File: src/include/amtt_pkg.sv
// Package: offsets, fields, reset values and timing of the alert mask and timer slice
package amtt_pkg;
    // ------------------------------------------------------------
    // Register offsets
    // ------------------------------------------------------------
    localparam logic [7:0] AMTT_OFF_CHMASK = 8'h74;
    localparam logic [7:0] AMTT_OFF_FMASK = 8'h75;
    localparam logic [7:0] AMTT_OFF_VLOW = 8'h76;
    localparam logic [7:0] AMTT_OFF_TLOW = 8'h77;
    localparam logic [7:0] AMTT_OFF_CFG = 8'h78;
    localparam logic [7:0] AMTT_OFF_TMR = 8'h79;
    // ------------------------------------------------------------
    // Reset values and writable bits
    // ------------------------------------------------------------
    localparam logic [7:0] AMTT_RST_CHMASK = 8'h00;
    localparam logic [7:0] AMTT_RST_FMASK = 8'h00;
    localparam logic [7:0] AMTT_RST_CFG = 8'h00;
    localparam logic [7:0] AMTT_RST_TMR = 8'h00;
    localparam logic [7:0] AMTT_CHMASK_WR = 8'hF6;
    localparam logic [7:0] AMTT_CHMASK_SRC = 8'h76;
    localparam logic [7:0] AMTT_FMASK_WR = 8'hFC;
    localparam logic [7:0] AMTT_FMASK_SRC = 8'hFE;
    // ------------------------------------------------------------
    // Field positions
    // ------------------------------------------------------------
    localparam int AMTT_CH_GATE = 7;
    localparam int AMTT_FM_OVT = 1;
    localparam int AMTT_CFG_ALERT = 0;
    localparam int AMTT_CFG_OTEN = 1;
    localparam int AMTT_CFG_BOOST = 2;
    localparam int AMTT_CFG_FAST = 3;
    localparam int AMTT_CFG_DC = 4;
    localparam int AMTT_LOW_A = 2;
    localparam int AMTT_LOW_B = 4;
    localparam int AMTT_LOW_C = 6;
    // ------------------------------------------------------------
    // Timing
    // ------------------------------------------------------------
    localparam int AMTT_CLK_MHZ = 50;
    localparam real AMTT_TMR_RES_MS = 22.76;
    localparam real AMTT_TMR_SHOW_MS = 45.52;
    localparam int AMTT_TICK_CYC = int'(AMTT_TMR_RES_MS * 1000.0 * AMTT_CLK_MHZ);
    localparam logic [7:0] AMTT_SHOW_TICKS = 8'(int'(AMTT_TMR_SHOW_MS / AMTT_TMR_RES_MS));
endpackage

File: src/rtl/amtt_regs.sv
// Alert masks, low-bit readings, pin/tach configuration and overheat timer registers
`timescale 1ns/1ps
// Behaviour
// - Channel mask bits 1 and 2 block alerts of core and supply voltage channels.
// - Channel mask bits 4, 5, 6 block alerts of remote one, local, remote two.
// - Channel mask bit 7 clear lets any second-status alert through regardless of masks.
// - Fault mask bit 1 is read-only and blocks overheat signal alerts.
// - Fault mask bits 2, 3, 4 block fan one, two, three fault alerts.
// - Fault mask bit 5 blocks fan four fault, or timer event in thermal mode.
// - Fault mask bits 6 and 7 block diode faults on remote one and two.
// - Voltage low-bits register returns core bits 3:2 and supply bits 5:4.
// - Temperature low-bits register returns remote one, local, remote two low bits.
// - Reading a low-bits register freezes it and high bytes until high bytes read.
// - Config bit 0 turns the shared fan-drive pin into the alert output.
// - Config bit 1 with pin function enables overheat signal; direction set elsewhere.
// - Overheat input asserted with boost bit drives fans to maximum duty.
// - Config bit 3 raises tach rate from once a second to every 250 ms.
// - Config bits 4 to 7 make tach continuous, no pulse stretch, per fan.
// - With the lock bit set, config register writes are ignored.
// - Timer bits 7:1 count assertion time, read zero until 45.52 ms is reached.
// - Timer bit 0 set on assertion, cleared on read, later becomes count LSB.
// - Count resolution is 22.76 ms, covering 45.52 ms to 5.80 seconds.
// - Assertion beyond timer limit raises the timer event; zero limit raises immediately.
// - Power-down bit turns all fans off and duty readings read zero.
module amtt_regs
    import amtt_pkg::*;
#(
    parameter int TICK_CYCLES = AMTT_TICK_CYC
) (
    // Clock and reset
    input wire logic core_clk,
    input wire logic rst_n,
    // Register port
    input wire logic reg_wr,
    input wire logic reg_rd,
    input wire logic [7:0] reg_addr,
    input wire logic [7:0] reg_wdata,
    output logic [7:0] reg_rdata,
    // Status and control from the rest of the device
    input wire logic [7:0] channel_status,
    input wire logic [7:0] fault_status,
    input wire logic lock_bit,
    input wire logic overheat_event_mask,
    input wire logic shared_pin_function,
    input wire logic overtemp_is_input,
    input wire logic power_down_bit,
    input wire logic [7:0] timer_limit,
    // Measurement low bits and high-byte read strobes
    input wire logic [1:0] core_voltage_channel_low,
    input wire logic [1:0] supply_low_bits,
    input wire logic [1:0] remote_one_low_bits,
    input wire logic [1:0] local_low_bits,
    input wire logic [1:0] remote_two_low_bits,
    input wire logic volt_high_read,
    input wire logic temp_high_read,
    output logic volt_frozen,
    output logic temp_frozen,
    // Overheat signal pin, active low
    input wire logic overtemp_signal_n,
    // Alert pin, open drain
    output logic smbalert_o,
    output logic smbalert_oe,
    output logic alert_pin_select,
    // Fan and tach control
    output logic overtemp_enable,
    output logic fans_full,
    output logic fast_tach,
    output logic [3:0] continuous_tach,
    output logic fans_off,
    output logic duty_read_zero,
    output logic timer_event
);
    localparam int TW = $clog2(TICK_CYCLES + 1);
    localparam logic [TW-1:0] TICK_LAST = TW'(TICK_CYCLES - 1);

    // ------------------------------------------------------------
    // Registers
    // ------------------------------------------------------------
    logic [7:0] chm_q, chm_d, fm_q, fm_d, cfg_q, cfg_d;
    logic [7:0] vl_q, vl_d, tl_q, tl_d, rdata_q, rdata_d;
    logic fzv_q, fzv_d, fzt_q, fzt_d;
    logic s1_q, s2_q, s3_q;
    logic [TW-1:0] tick_q, tick_d;
    logic [7:0] dur_q, dur_d;
    logic seen_q, seen_d, evt_q, evt_d, alert_q, alert_d, full_q, full_d;
    logic asrt, rise, tick, rd_vl, rd_tl, rd_tmr;
    logic [7:0] fm_view, tmr_view;

    function automatic logic hit(input logic [7:0] a, input logic [7:0] off);
        return a == off;
    endfunction

    assign asrt = s2_q;
    assign rise = s2_q & ~s3_q;
    assign tick = asrt && tick_q == TICK_LAST;
    assign rd_vl = reg_rd && hit(reg_addr, AMTT_OFF_VLOW);
    assign rd_tl = reg_rd && hit(reg_addr, AMTT_OFF_TLOW);
    assign rd_tmr = reg_rd && hit(reg_addr, AMTT_OFF_TMR);
    assign fm_view = {fm_q[7:2], overheat_event_mask, 1'b0};
    // Below the display threshold only the seen flag shows
    assign tmr_view = (dur_q >= AMTT_SHOW_TICKS) ? dur_q : {7'h00, seen_q};

    // ------------------------------------------------------------
    // Next-state logic
    // ------------------------------------------------------------
    always_comb begin
        chm_d = chm_q;
        fm_d = fm_q;
        cfg_d = cfg_q;
        rdata_d = rdata_q;
        if (reg_wr) begin
            case (reg_addr)
                AMTT_OFF_CHMASK: chm_d = reg_wdata & AMTT_CHMASK_WR;
                AMTT_OFF_FMASK: fm_d = reg_wdata & AMTT_FMASK_WR;
                AMTT_OFF_CFG: begin
                    if (!lock_bit) begin
                        cfg_d = reg_wdata;
                    end
                end
                default: begin
                end
            endcase
        end
        if (reg_rd) begin
            case (reg_addr)
                AMTT_OFF_CHMASK: rdata_d = chm_q;
                AMTT_OFF_FMASK: rdata_d = fm_view;
                AMTT_OFF_VLOW: rdata_d = vl_q;
                AMTT_OFF_TLOW: rdata_d = tl_q;
                AMTT_OFF_CFG: rdata_d = cfg_q;
                AMTT_OFF_TMR: rdata_d = tmr_view;
                default: rdata_d = 8'h00;
            endcase
        end
        // Freeze on low-bits read, release on high-byte read; set wins
        fzv_d = rd_vl | (fzv_q & ~volt_high_read);
        fzt_d = rd_tl | (fzt_q & ~temp_high_read);
        vl_d = vl_q;
        tl_d = tl_q;
        if (!fzv_q && !rd_vl) begin
            vl_d = 8'h00;
            vl_d[AMTT_LOW_A +: 2] = core_voltage_channel_low;
            vl_d[AMTT_LOW_B +: 2] = supply_low_bits;
        end
        if (!fzt_q && !rd_tl) begin
            tl_d[AMTT_LOW_A +: 2] = remote_one_low_bits;
            tl_d[AMTT_LOW_B +: 2] = local_low_bits;
            tl_d[AMTT_LOW_C +: 2] = remote_two_low_bits;
            tl_d[1:0] = 2'b00;
        end
        // Overheat duration timer
        tick_d = (!asrt || tick) ? '0 : tick_q + TW'(1);
        dur_d = dur_q;
        if (rise) begin
            dur_d = 8'h00;
        end else if (tick && dur_q != 8'hFF) begin
            dur_d = dur_q + 8'h01;
        end
        seen_d = rise | (seen_q & ~rd_tmr);
        evt_d = (rise && timer_limit == 8'h00)
              || (tick && timer_limit != 8'h00 && dur_q == timer_limit);
        // Alert combine
        alert_d = (|(channel_status & ~chm_q & AMTT_CHMASK_SRC))
               || (|(fault_status & ~fm_view & AMTT_FMASK_SRC))
               || (!chm_q[AMTT_CH_GATE] && |fault_status);
        full_d = cfg_q[AMTT_CFG_OTEN] && shared_pin_function && overtemp_is_input
              && cfg_q[AMTT_CFG_BOOST] && asrt;
    end

    // ------------------------------------------------------------
    // State registers
    // ------------------------------------------------------------
    always_ff @(posedge core_clk or negedge rst_n) begin
        if (!rst_n) begin
            chm_q <= AMTT_RST_CHMASK;
            fm_q <= AMTT_RST_FMASK;
            cfg_q <= AMTT_RST_CFG;
            vl_q <= 8'h00;
            tl_q <= 8'h00;
            rdata_q <= 8'h00;
            fzv_q <= 1'b0;
            fzt_q <= 1'b0;
            s1_q <= 1'b0;
            s2_q <= 1'b0;
            s3_q <= 1'b0;
            tick_q <= '0;
            dur_q <= AMTT_RST_TMR;
            seen_q <= 1'b0;
            evt_q <= 1'b0;
            alert_q <= 1'b0;
            full_q <= 1'b0;
        end else begin
            chm_q <= chm_d;
            fm_q <= fm_d;
            cfg_q <= cfg_d;
            vl_q <= vl_d;
            tl_q <= tl_d;
            rdata_q <= rdata_d;
            fzv_q <= fzv_d;
            fzt_q <= fzt_d;
            s1_q <= ~overtemp_signal_n;
            s2_q <= s1_q;
            s3_q <= s2_q;
            tick_q <= tick_d;
            dur_q <= dur_d;
            seen_q <= seen_d;
            evt_q <= evt_d;
            alert_q <= alert_d;
            full_q <= full_d;
        end
    end

    // ------------------------------------------------------------
    // Outputs
    // ------------------------------------------------------------
    assign reg_rdata = rdata_q;
    assign volt_frozen = fzv_q;
    assign temp_frozen = fzt_q;
    assign smbalert_o = 1'b0;
    assign smbalert_oe = alert_q & cfg_q[AMTT_CFG_ALERT];
    assign alert_pin_select = cfg_q[AMTT_CFG_ALERT];
    assign overtemp_enable = cfg_q[AMTT_CFG_OTEN] & shared_pin_function;
    assign fans_full = full_q;
    assign fast_tach = cfg_q[AMTT_CFG_FAST];
    assign continuous_tach = cfg_q[AMTT_CFG_DC +: 4];
    assign fans_off = power_down_bit;
    assign duty_read_zero = power_down_bit;
    assign timer_event = evt_q;
endmodule

File: config.mk
export PLATFORM = sky130hd
export DESIGN_NAME = amtt_regs
export DESIGN_NICKNAME = d
export VERILOG_FILES = /design/src/include/amtt_pkg.sv /design/src/rtl/amtt_regs.sv
export SDC_FILE = /design/constraint.sdc
export NUM_CORES = 1
export LEC_CHECK = 0
export BUFFER_PORTS_ARGS = -buffer_cell sky130_fd_sc_hd__clkbuf_2
export CAP_MARGIN = 15
export CORE_UTILIZATION = 53
export CTS_CLUSTER_SIZE = 12
export DETAILED_ROUTE_END_ITERATION = 12
export GPL_TIMING_DRIVEN = 1
export PLACE_DENSITY = 0.84
export SLEW_MARGIN = 20
export SYNTH_ARGS = -nofsm -noshare
export SYNTH_HDL_FRONTEND = slang
export SYNTH_SLANG_ARGS = --single-unit
File: constraint.sdc
create_clock -name core_clk -period 2.4 [get_ports core_clk]
set_input_delay 0.24 -clock core_clk [delete_from_list [all_inputs] [get_ports core_clk]]
set_output_delay 0.24 -clock core_clk [all_outputs]
set_load 0.05 [all_outputs]
Word level (Yosys, flattened, before mapping)

Index checks and enable logic that the tools add are counted.

Register bits after elaboration: 76
Bits of input ports: 62

Bitwise gates (word level): 19
Multiplexer cells: 5
Eq/ne operators: 9
$lt $le $gt $ge: 1
Reduce and logical (&&, ||, !) cells: 34
Add/sub/neg operators: 2

Operators with widths:

| operator                                                           | count |
|---|---|
| equality test 8 x 7 -> 1 bit (second input constant)               | 6 |
| case mux 8 bit (6 select lines)                                    | 1 |
| two-way mux 8 bit                                                  | 3 |
| adder 21 x 1 -> 21 bit (second input constant)                     | 1 |
| equality test 21 bit (second input constant)                       | 1 |
| two-way mux 21 bit                                                 | 1 |
| logical AND 1 bit                                                  | 15 |
| adder 8 x 1 -> 8 bit (second input constant)                       | 1 |
| bitwise AND 8 bit                                                  | 1 |
| equality test 8 bit                                                | 1 |
| greater-or-equal comparator 8 x 2 -> 1 bit (second input constant) | 1 |
| logical NOT 8 bit                                                  | 1 |
| != test 8 bit (second input constant)                              | 1 |
| inverter 8 bit                                                     | 1 |
| nonzero test 8 bit                                                 | 1 |
| OR reduction 8 bit                                                 | 1 |
| bitwise AND 7 bit                                                  | 1 |
| inverter 7 bit                                                     | 1 |
| OR reduction 7 bit                                                 | 1 |
| bitwise AND 1 bit                                                  | 6 |
| logical NOT 1 bit                                                  | 6 |
| inverter 1 bit                                                     | 6 |
| OR reduction 5 bit                                                 | 1 |
| logical OR 1 bit                                                   | 4 |
| other kinds (4)                                                    | 7 |

Logic depth before layout (Yosys ltp)

Gate-level depths: netlist of the first run.

Depth after elaboration: 5
Depth in mapped cells: 6
Mapped depth without buffers: 6

Worst setup path before layout of the first run

No wires, ideal clock.

Path kind: register to register
From: register tick_q[9]
To: register dur_q[7]
Path slack: 0.460 ns
Buffers on the path: 1
Clock period less this slack: 1.940 ns
Arrival: 1.863 ns
Cell stages (with the launch flop): 6
Required time: 2.323 ns
Cells stage by stage: dfrtp_1 > or2_1 > or4_4 > buf_6 > or4_1 > a21oi_1

Word-level cells in the longest chain between the ends: 4

RTL lines:

| item                                | RTL line         | RTL |
|---|---|---|
| start: declaration                  | amtt_regs.sv:83  | `logic [TW-1:0] tick_q, tick_d;` |
| start signal: assignment            | amtt_regs.sv:204 | `tick_q <= tick_d;` |
| equality test 21 bit                | amtt_regs.sv:95  | `assign tick = asrt && tick_q == TICK_LAST;` |
| logical AND 1 bit                   | amtt_regs.sv:95  |  |
| logical AND 1 bit                   | amtt_regs.sv:156 | `end else if (tick && dur_q != 8'hFF) begin` |
| nonzero test 2 bit (no source line) | -                |  |
| end signal: assignment              | amtt_regs.sv:205 | `dur_q <= dur_d;` |
| end: declaration                    | amtt_regs.sv:84  | `logic [7:0] dur_q, dur_d;` |

Every way passes these cells.
A chain may end at the register's enable or synchronous reset.

Worst setup path after layout of the first run

From: register tick_q[18]
To: register dur_q[7]

Same word-level chain as after synthesis.

==> results.ini, run 1 <==
[clock_network]
htreeDepth=3
insertion_delay_ns=0.35
numCtsBuffers=9
clk_pin_slew_ns=0.08
cts_num_sinks=76
cts_root_buffer=clkbuf_8
cts_tree=yes
cts_max_path_buffers=2

[sta]
fin_tns_setup_ns=0
finalMaxSlewViolations=0
rsz0062_at_grt=no
fmax_ghz=0.471
tightest_slew_ns=0.685
finalCritPeriodShare_pct=88.4
fin_ws_ns=0.278
fin_crit_ns=2.12
setup_viol=0
slew-limit-headroom_pct=53.9
hold_viol_final=0
skew_ns=0.00793
hold_slack_ns=0.0256

[grt]
grt_pass1_vias=3006
grt.met2_usage_pct=39.7
overflow=0
grt_max_degree=77
grt_pass1_wl_um=14600
met1_usage_pct=33.3
grt_antenna_before_repair=0
busiest_layer=met2
gr-usage-all-layers_pct=24.9
met3_usage_pct=3.51

[synthesis]
synth_edf_count=0
synthFlopType=dfrtp_1
yosysWarningCount=0
yosysSeqAreaShare_pct=47.5
synth_nets=451
synth.distinct_cells=53
yosysTopAreaCell=dfrtp_1
synth_top_area_share_pct=47.5
avgSynthCellArea_um2=10.4
synthCells=386
netlist_area_um2=4000
yosys_register_bits=76
synth_area_leaders=dfrtp_1 (48%), mux2_2 (10%), xor2_1 (3.7%), mux2i_1 (2.5%), inv_1 (2.3%)
async_reset_ff_share_pct=100

[power]
swShare_pct=22.5
p_leak_nw=2.20
irDropWorstVdd_uv=306
p_per_area_nw_per_um2=590
internal-power_mw=2.16
finalPower_mw=2.78
p_seq_share_pct=48.2
pwr-share-clk_pct=43.0
combinationalPowerShare_pct=8.8
p_switching_uw=625

[worst_setup_path]
end_kind=register
crit_path_start_kind=register
cp.arrival_ns=2.40
rr_worst_depth=4
cp_cell_sequence=nor4b_1 -> nand3_1 -> or4_1 -> a21oi_1
worstReg2RegStart=tick_q[18]
critPathMaxFanout=8
setup.worst_path.end=dur_q[7]
cp.depth=4
critPathBufInv=0
path_delay_family=simple AND/OR/NAND/NOR gates
cp-startpoint=tick_q[18]
r2r-end=dur_q[7]
max_stage_delay_ns=0.56
critical_path_class=reg2reg
crit_path_top_delay_cell=nor4b_1
r2r_setup_slack_ns=0.28
required_ns=2.68

[layout]
stdcell_count=563
area_growth_pct=17.8
num_antenna_cells=0
design_area_um2=4720
final_util_pct=64.7
layout.nets=524
drive_above_1_share_pct=30.8

[detailed_routing]
drt-vias-per-instance=5.86
firstDrtPassIters=5
drcViolationCount=0
drt-initial-drc-count=218
via_count=3299
wirelength_um=9340
avgRoutedWirePerCell_um=16.6
final_antenna_net_count=0

[floorplan]
start_util_pct=54.9
ios=85
chipWidth_um=88.9
rows=31
die_h_um=88.9
core_um2=7290
die_area_um2=7910

[hold_path]
hold_path_class=in2reg
whs_path_depth=2

[place]
portBuffers=77
placed_area_um2=4460
dpl_worst_slack_ns=0.358
hpwl_um=6720
place_congestion=0.864
dp.cells=546

[outcome]
outcome=finished clean

[flow_run]
drv_cap=0

[worst register-to-register path, stage by stage, from the launching register on]
cell     delay (ns)
dfrtp_1        0.43
nor4b_1        0.56
nand3_1        0.36
or4_1          0.55
a21oi_1        0.15
[layout by cell type, fill, tap and decap left out, types with 10 or more instances in the layout]
| cell | count |
|---|---|
| a21oi_1 | 11 |
| nand3_1 | 15 |
| nand2_1 | 23 |
| nor2_1 | 22 |
| clkbuf_2 | 76 |
| clkbuf_8 | 11 |
| nor4_1 | 11 |
| xor2_1 | 17 |
| mux2_2 | 37 |
| dfrtp_1 | 76 |
| o21ai_0 | 11 |
| inv_1 | 24 |
| mux2i_1 | 10 |
[worst min path at each step]
stage,from,end,slack [ns]
finish,overtemp_signal_n,s1_q,0.03
CTS,overtemp_signal_n,s1_q,0.01
global route,overtemp_signal_n,s1_q,0.03
floorplan,rst_n,alert_q,-0.06
detailed placement,rst_n,cfg_q[0],0.30
global placement,rst_n,cfg_q[0],0.30
[registers in the layout (all words and copies together) (netlist names)]
name / cells
vl_q: 4
temp_frozen: 1
fm_q: 6
tl_q: 6
fans_full: 1
dur_q: 8
alert_q: 1
s1_q: 1
chm_q: 6
seen_q: 1
reg_rdata: 8
volt_frozen: 1
tick_q: 21
cfg_q: 8
s3_q: 1
asrt: 1
timer_event: 1
[Yosys cell counts, types with 5 or more instances]
| master | n |
|---|---|
| dfrtp_1 | 76 |
| mux2_2 | 37 |
| inv_1 | 24 |
| nand2_1 | 23 |
| nor2_1 | 22 |
| xor2_1 | 17 |
| nand3_1 | 15 |
| a21oi_1 | 11 |
| clkbuf_1 | 11 |
| nor4_1 | 11 |
| o21ai_0 | 11 |
| mux2i_1 | 10 |
| nand4_1 | 9 |
| o22ai_1 | 9 |
| nand2b_1 | 8 |
| buf_4 | 7 |
| and4_1 | 6 |
| and3_1 | 5 |
[routing by layer]
| metal | part of all wire, % | vias to the layer above | routed length (um) |
|---|---|---|---|
| met5 | 0 | - | 0 |
| met3 | 5.8 | 25 | 541 |
| met4 | 2.9 | 0 | 267 |
| met2 | 48 | 133 | 4520 |
| li1 | - | 1542 | - |
| met1 | 43 | 1599 | 4010 |
[logic make-up after synthesis]
group                    count (synthesis)  share of synthesized area [%]
XOR/XNOR                                21                           4.59
AND/OR/NAND/NOR                        131                           18.7
multiplexers                            47                           12.9
AO/OA/AOI/OAI                           59                           9.78
adder cells (fa/ha/maj)                  3                          0.938
buffers and inverters                   48                           5.47
other                                    1                         0.0937
flip-flops                              76                           47.5
[final cells by class]
type	count	area, um^2
Clock inverter	4	95.1
Inverter	24	90.1
Fill cell	600	2570
Tap cell	99	124
Sequential cell	76	1900
Timing Repair Buffer	86	468
Multi-Input combinational cell	262	1880
Clock buffer	12	155
[power groups by stage]
stage | clock network [mW] | registers [mW] | logic [mW]
2_1_floorplan | 0 | 1.37 | 0.124
3_3_place_gp | 0 | 1.36 | 0.234
3_5_place_dp | 0 | 1.36 | 0.241
4_1_cts | 1.22 | 1.34 | 0.246
5_1_grt | 1.26 | 1.34 | 0.269
6_report | 1.20 | 1.34 | 0.245
[repair_timing]
action / in CTS / in global routing
buffers inserted: 0 / 0
hold endpoints to repair: 76 / 0
hold buffers: 1 / 0
resized for setup: 0 / 0
No activity file was read; power rests on OpenSTA's default activity.
==> run 2, diff against run 1 <==
--- a/config.mk
+++ b/config.mk
@@ -7,11 +7,11 @@
 export LEC_CHECK = 0
 export BUFFER_PORTS_ARGS = -buffer_cell sky130_fd_sc_hd__clkbuf_2
 export CAP_MARGIN = 15
-export CORE_UTILIZATION = 53
+export CORE_UTILIZATION = 35
 export CTS_CLUSTER_SIZE = 12
 export DETAILED_ROUTE_END_ITERATION = 12
 export GPL_TIMING_DRIVEN = 1
-export PLACE_DENSITY = 0.84
+export PLACE_DENSITY = 0.61
 export SLEW_MARGIN = 20
 export SYNTH_ARGS = -nofsm -noshare
 export SYNTH_HDL_FRONTEND = slang
==> results.ini, run 2 (synthesized netlist as in run 1, its figures left out) <==
[outcome]
outcome=finished clean

[worst_setup_path]
end_kind=register
required_ns=2.66
crit_path_start_kind=register
critPathMaxFanout=8
crit_path_top_delay_cell=or4_1
path_delay_family=simple AND/OR/NAND/NOR gates
cp_cell_sequence=ha_1 -> and4_1 -> nand3_1 -> or4_1 -> a21oi_1
critPathBufInv=0
cp.arrival_ns=2.27
critical_path_class=reg2reg
rr_worst_depth=5
worstReg2RegStart=tick_q[0]
r2r-end=dur_q[7]
max_stage_delay_ns=0.53
r2r_setup_slack_ns=0.39

[grt]
gr-usage-all-layers_pct=17.2
grt_antenna_before_repair=0
grt_pass1_vias=3057
grt_pass1_wl_um=15300
overflow=0
grt_max_degree=48

[hold_path]
whs_path_depth=2
min_to=s1_q
hold_path_class=in2reg
min-delay-start=overtemp_signal_n

[place]
placed_area_um2=4530
dp.cells=590
hpwl_um=7110
place_congestion=0.810
portBuffers=77

[clock_network]
insertion_delay_ns=0.34
cts_tree=yes
cts_max_path_buffers=2
htreeDepth=3
postCtsHoldBufs=1
cts_num_sinks=76
cts_setup_buffers=0
clk_pin_slew_ns=0.06
numCtsBuffers=9
cts.repair.resized=0
cts_root_buffer=clkbuf_16

[detailed_routing]
firstDrtPassIters=4
drt-vias-per-instance=5.25
drcViolationCount=0
avgRoutedWirePerCell_um=16.0
wirelength_um=9720
via_count=3187
drt-initial-drc-count=111
final_antenna_net_count=0

[sta]
fmax_ghz=0.496
finalCritPeriodShare_pct=83.9
setup_viol=0
fin_crit_ns=2.01
slew-limit-headroom_pct=58.6
rsz0062_at_grt=no
fin_tns_setup_ns=0
hold_viol_final=0
skew_ns=0.00728
finalMaxSlewViolations=0
tightest_slew_ns=0.621

[floorplan]
core_um2=11000
ios=85
chipWidth_um=109
rows=38
die_area_um2=11900
die_h_um=109
start_util_pct=36.5

[power]
irDropWorstVdd_uv=264
p_per_area_nw_per_um2=599
p_leak_nw=2.23

[layout]
area_growth_pct=20.7
stdcell_count=607
layout.nets=527
fillCellCount=1028
largest-register=tick_q
design_area_um2=4830
final_util_pct=44.0
largest_reg_flops=21
drive_above_1_share_pct=31.5
num_antenna_cells=0
layout_common_cells=dfrtp_1 (76), clkbuf_2 (76), mux2_2 (37)

[flow_run]
drv_cap=0

[run 2: changes by cell type in the layout (fill, tap and decap cells not counted), sizes merged]
cell	previous run	this run
clkbuf	88	87
bufinv	3	0
buf	9	12
clkinv	1	2
clkinvlp	0	3
[run 2: layout make-up]
| type | count | area, um^2 | share of cell area (%) |
|---|---|---|---|
| sequential | 76 | 1900 | 39.4 |
| multi-input combinational | 262 | 1880 | 39.0 |
| timing repair buffer | 89 | 493 | 10.2 |
| clock buffer | 11 | 253 | 5.23 |
| tap | 140 | 175 | 3.63 |
| inverter | 24 | 90.1 | 1.86 |
| clock inverter | 5 | 36.3 | 0.751 |
[run 2: power by group]
group          total, mW  switching, mW  internal, mW  leakage (nW)
sequential          1.34         0.0260          1.32         0.998
clock               1.31          0.554         0.757         0.134
combinational      0.242          0.145        0.0964          1.10
total               2.89          0.726          2.17          2.23
[run 2: per-stage QoR]
stage | hold WS, ns | total power [mW] | worst slack [ns]
6_report | 0.0424 | 2.90 | 0.386
4_1_cts | 0.0373 | 2.91 | 0.378
2_1_floorplan | -0.0556 | 1.50 | 0.460
3_5_place_dp | 0.302 | 1.61 | 0.403
5_1_grt | 0.0426 | 3.01 | 0.213
3_3_place_gp | 0.297 | 1.60 | 0.431
[run 2: worst max path at each step]
stage,startpoint,to,slack (ns),cells past startpoint
after global routing,tick_q[18],dur_q[7],0.21,5
after global placement,tick_q[17],dur_q[7],0.43,4
after detailed placement,tick_q[0],dur_q[7],0.40,5
after floorplan,tick_q[9],dur_q[7],0.46,5
after CTS,tick_q[0],dur_q[7],0.38,5
final,tick_q[0],dur_q[7],0.39,5
[run 2: routing by layer]
metal | part of all wire, % | global-route usage [%] | vias to the layer above
li1 | - | - | 1555
met1 | 46 | 23.4 | 1546
met2 | 47 | 27.1 | 77
met3 | 5.0 | 3.59 | 9
met4 | 1.3 | 5.60 | 0
met5 | 0 | 0 | -
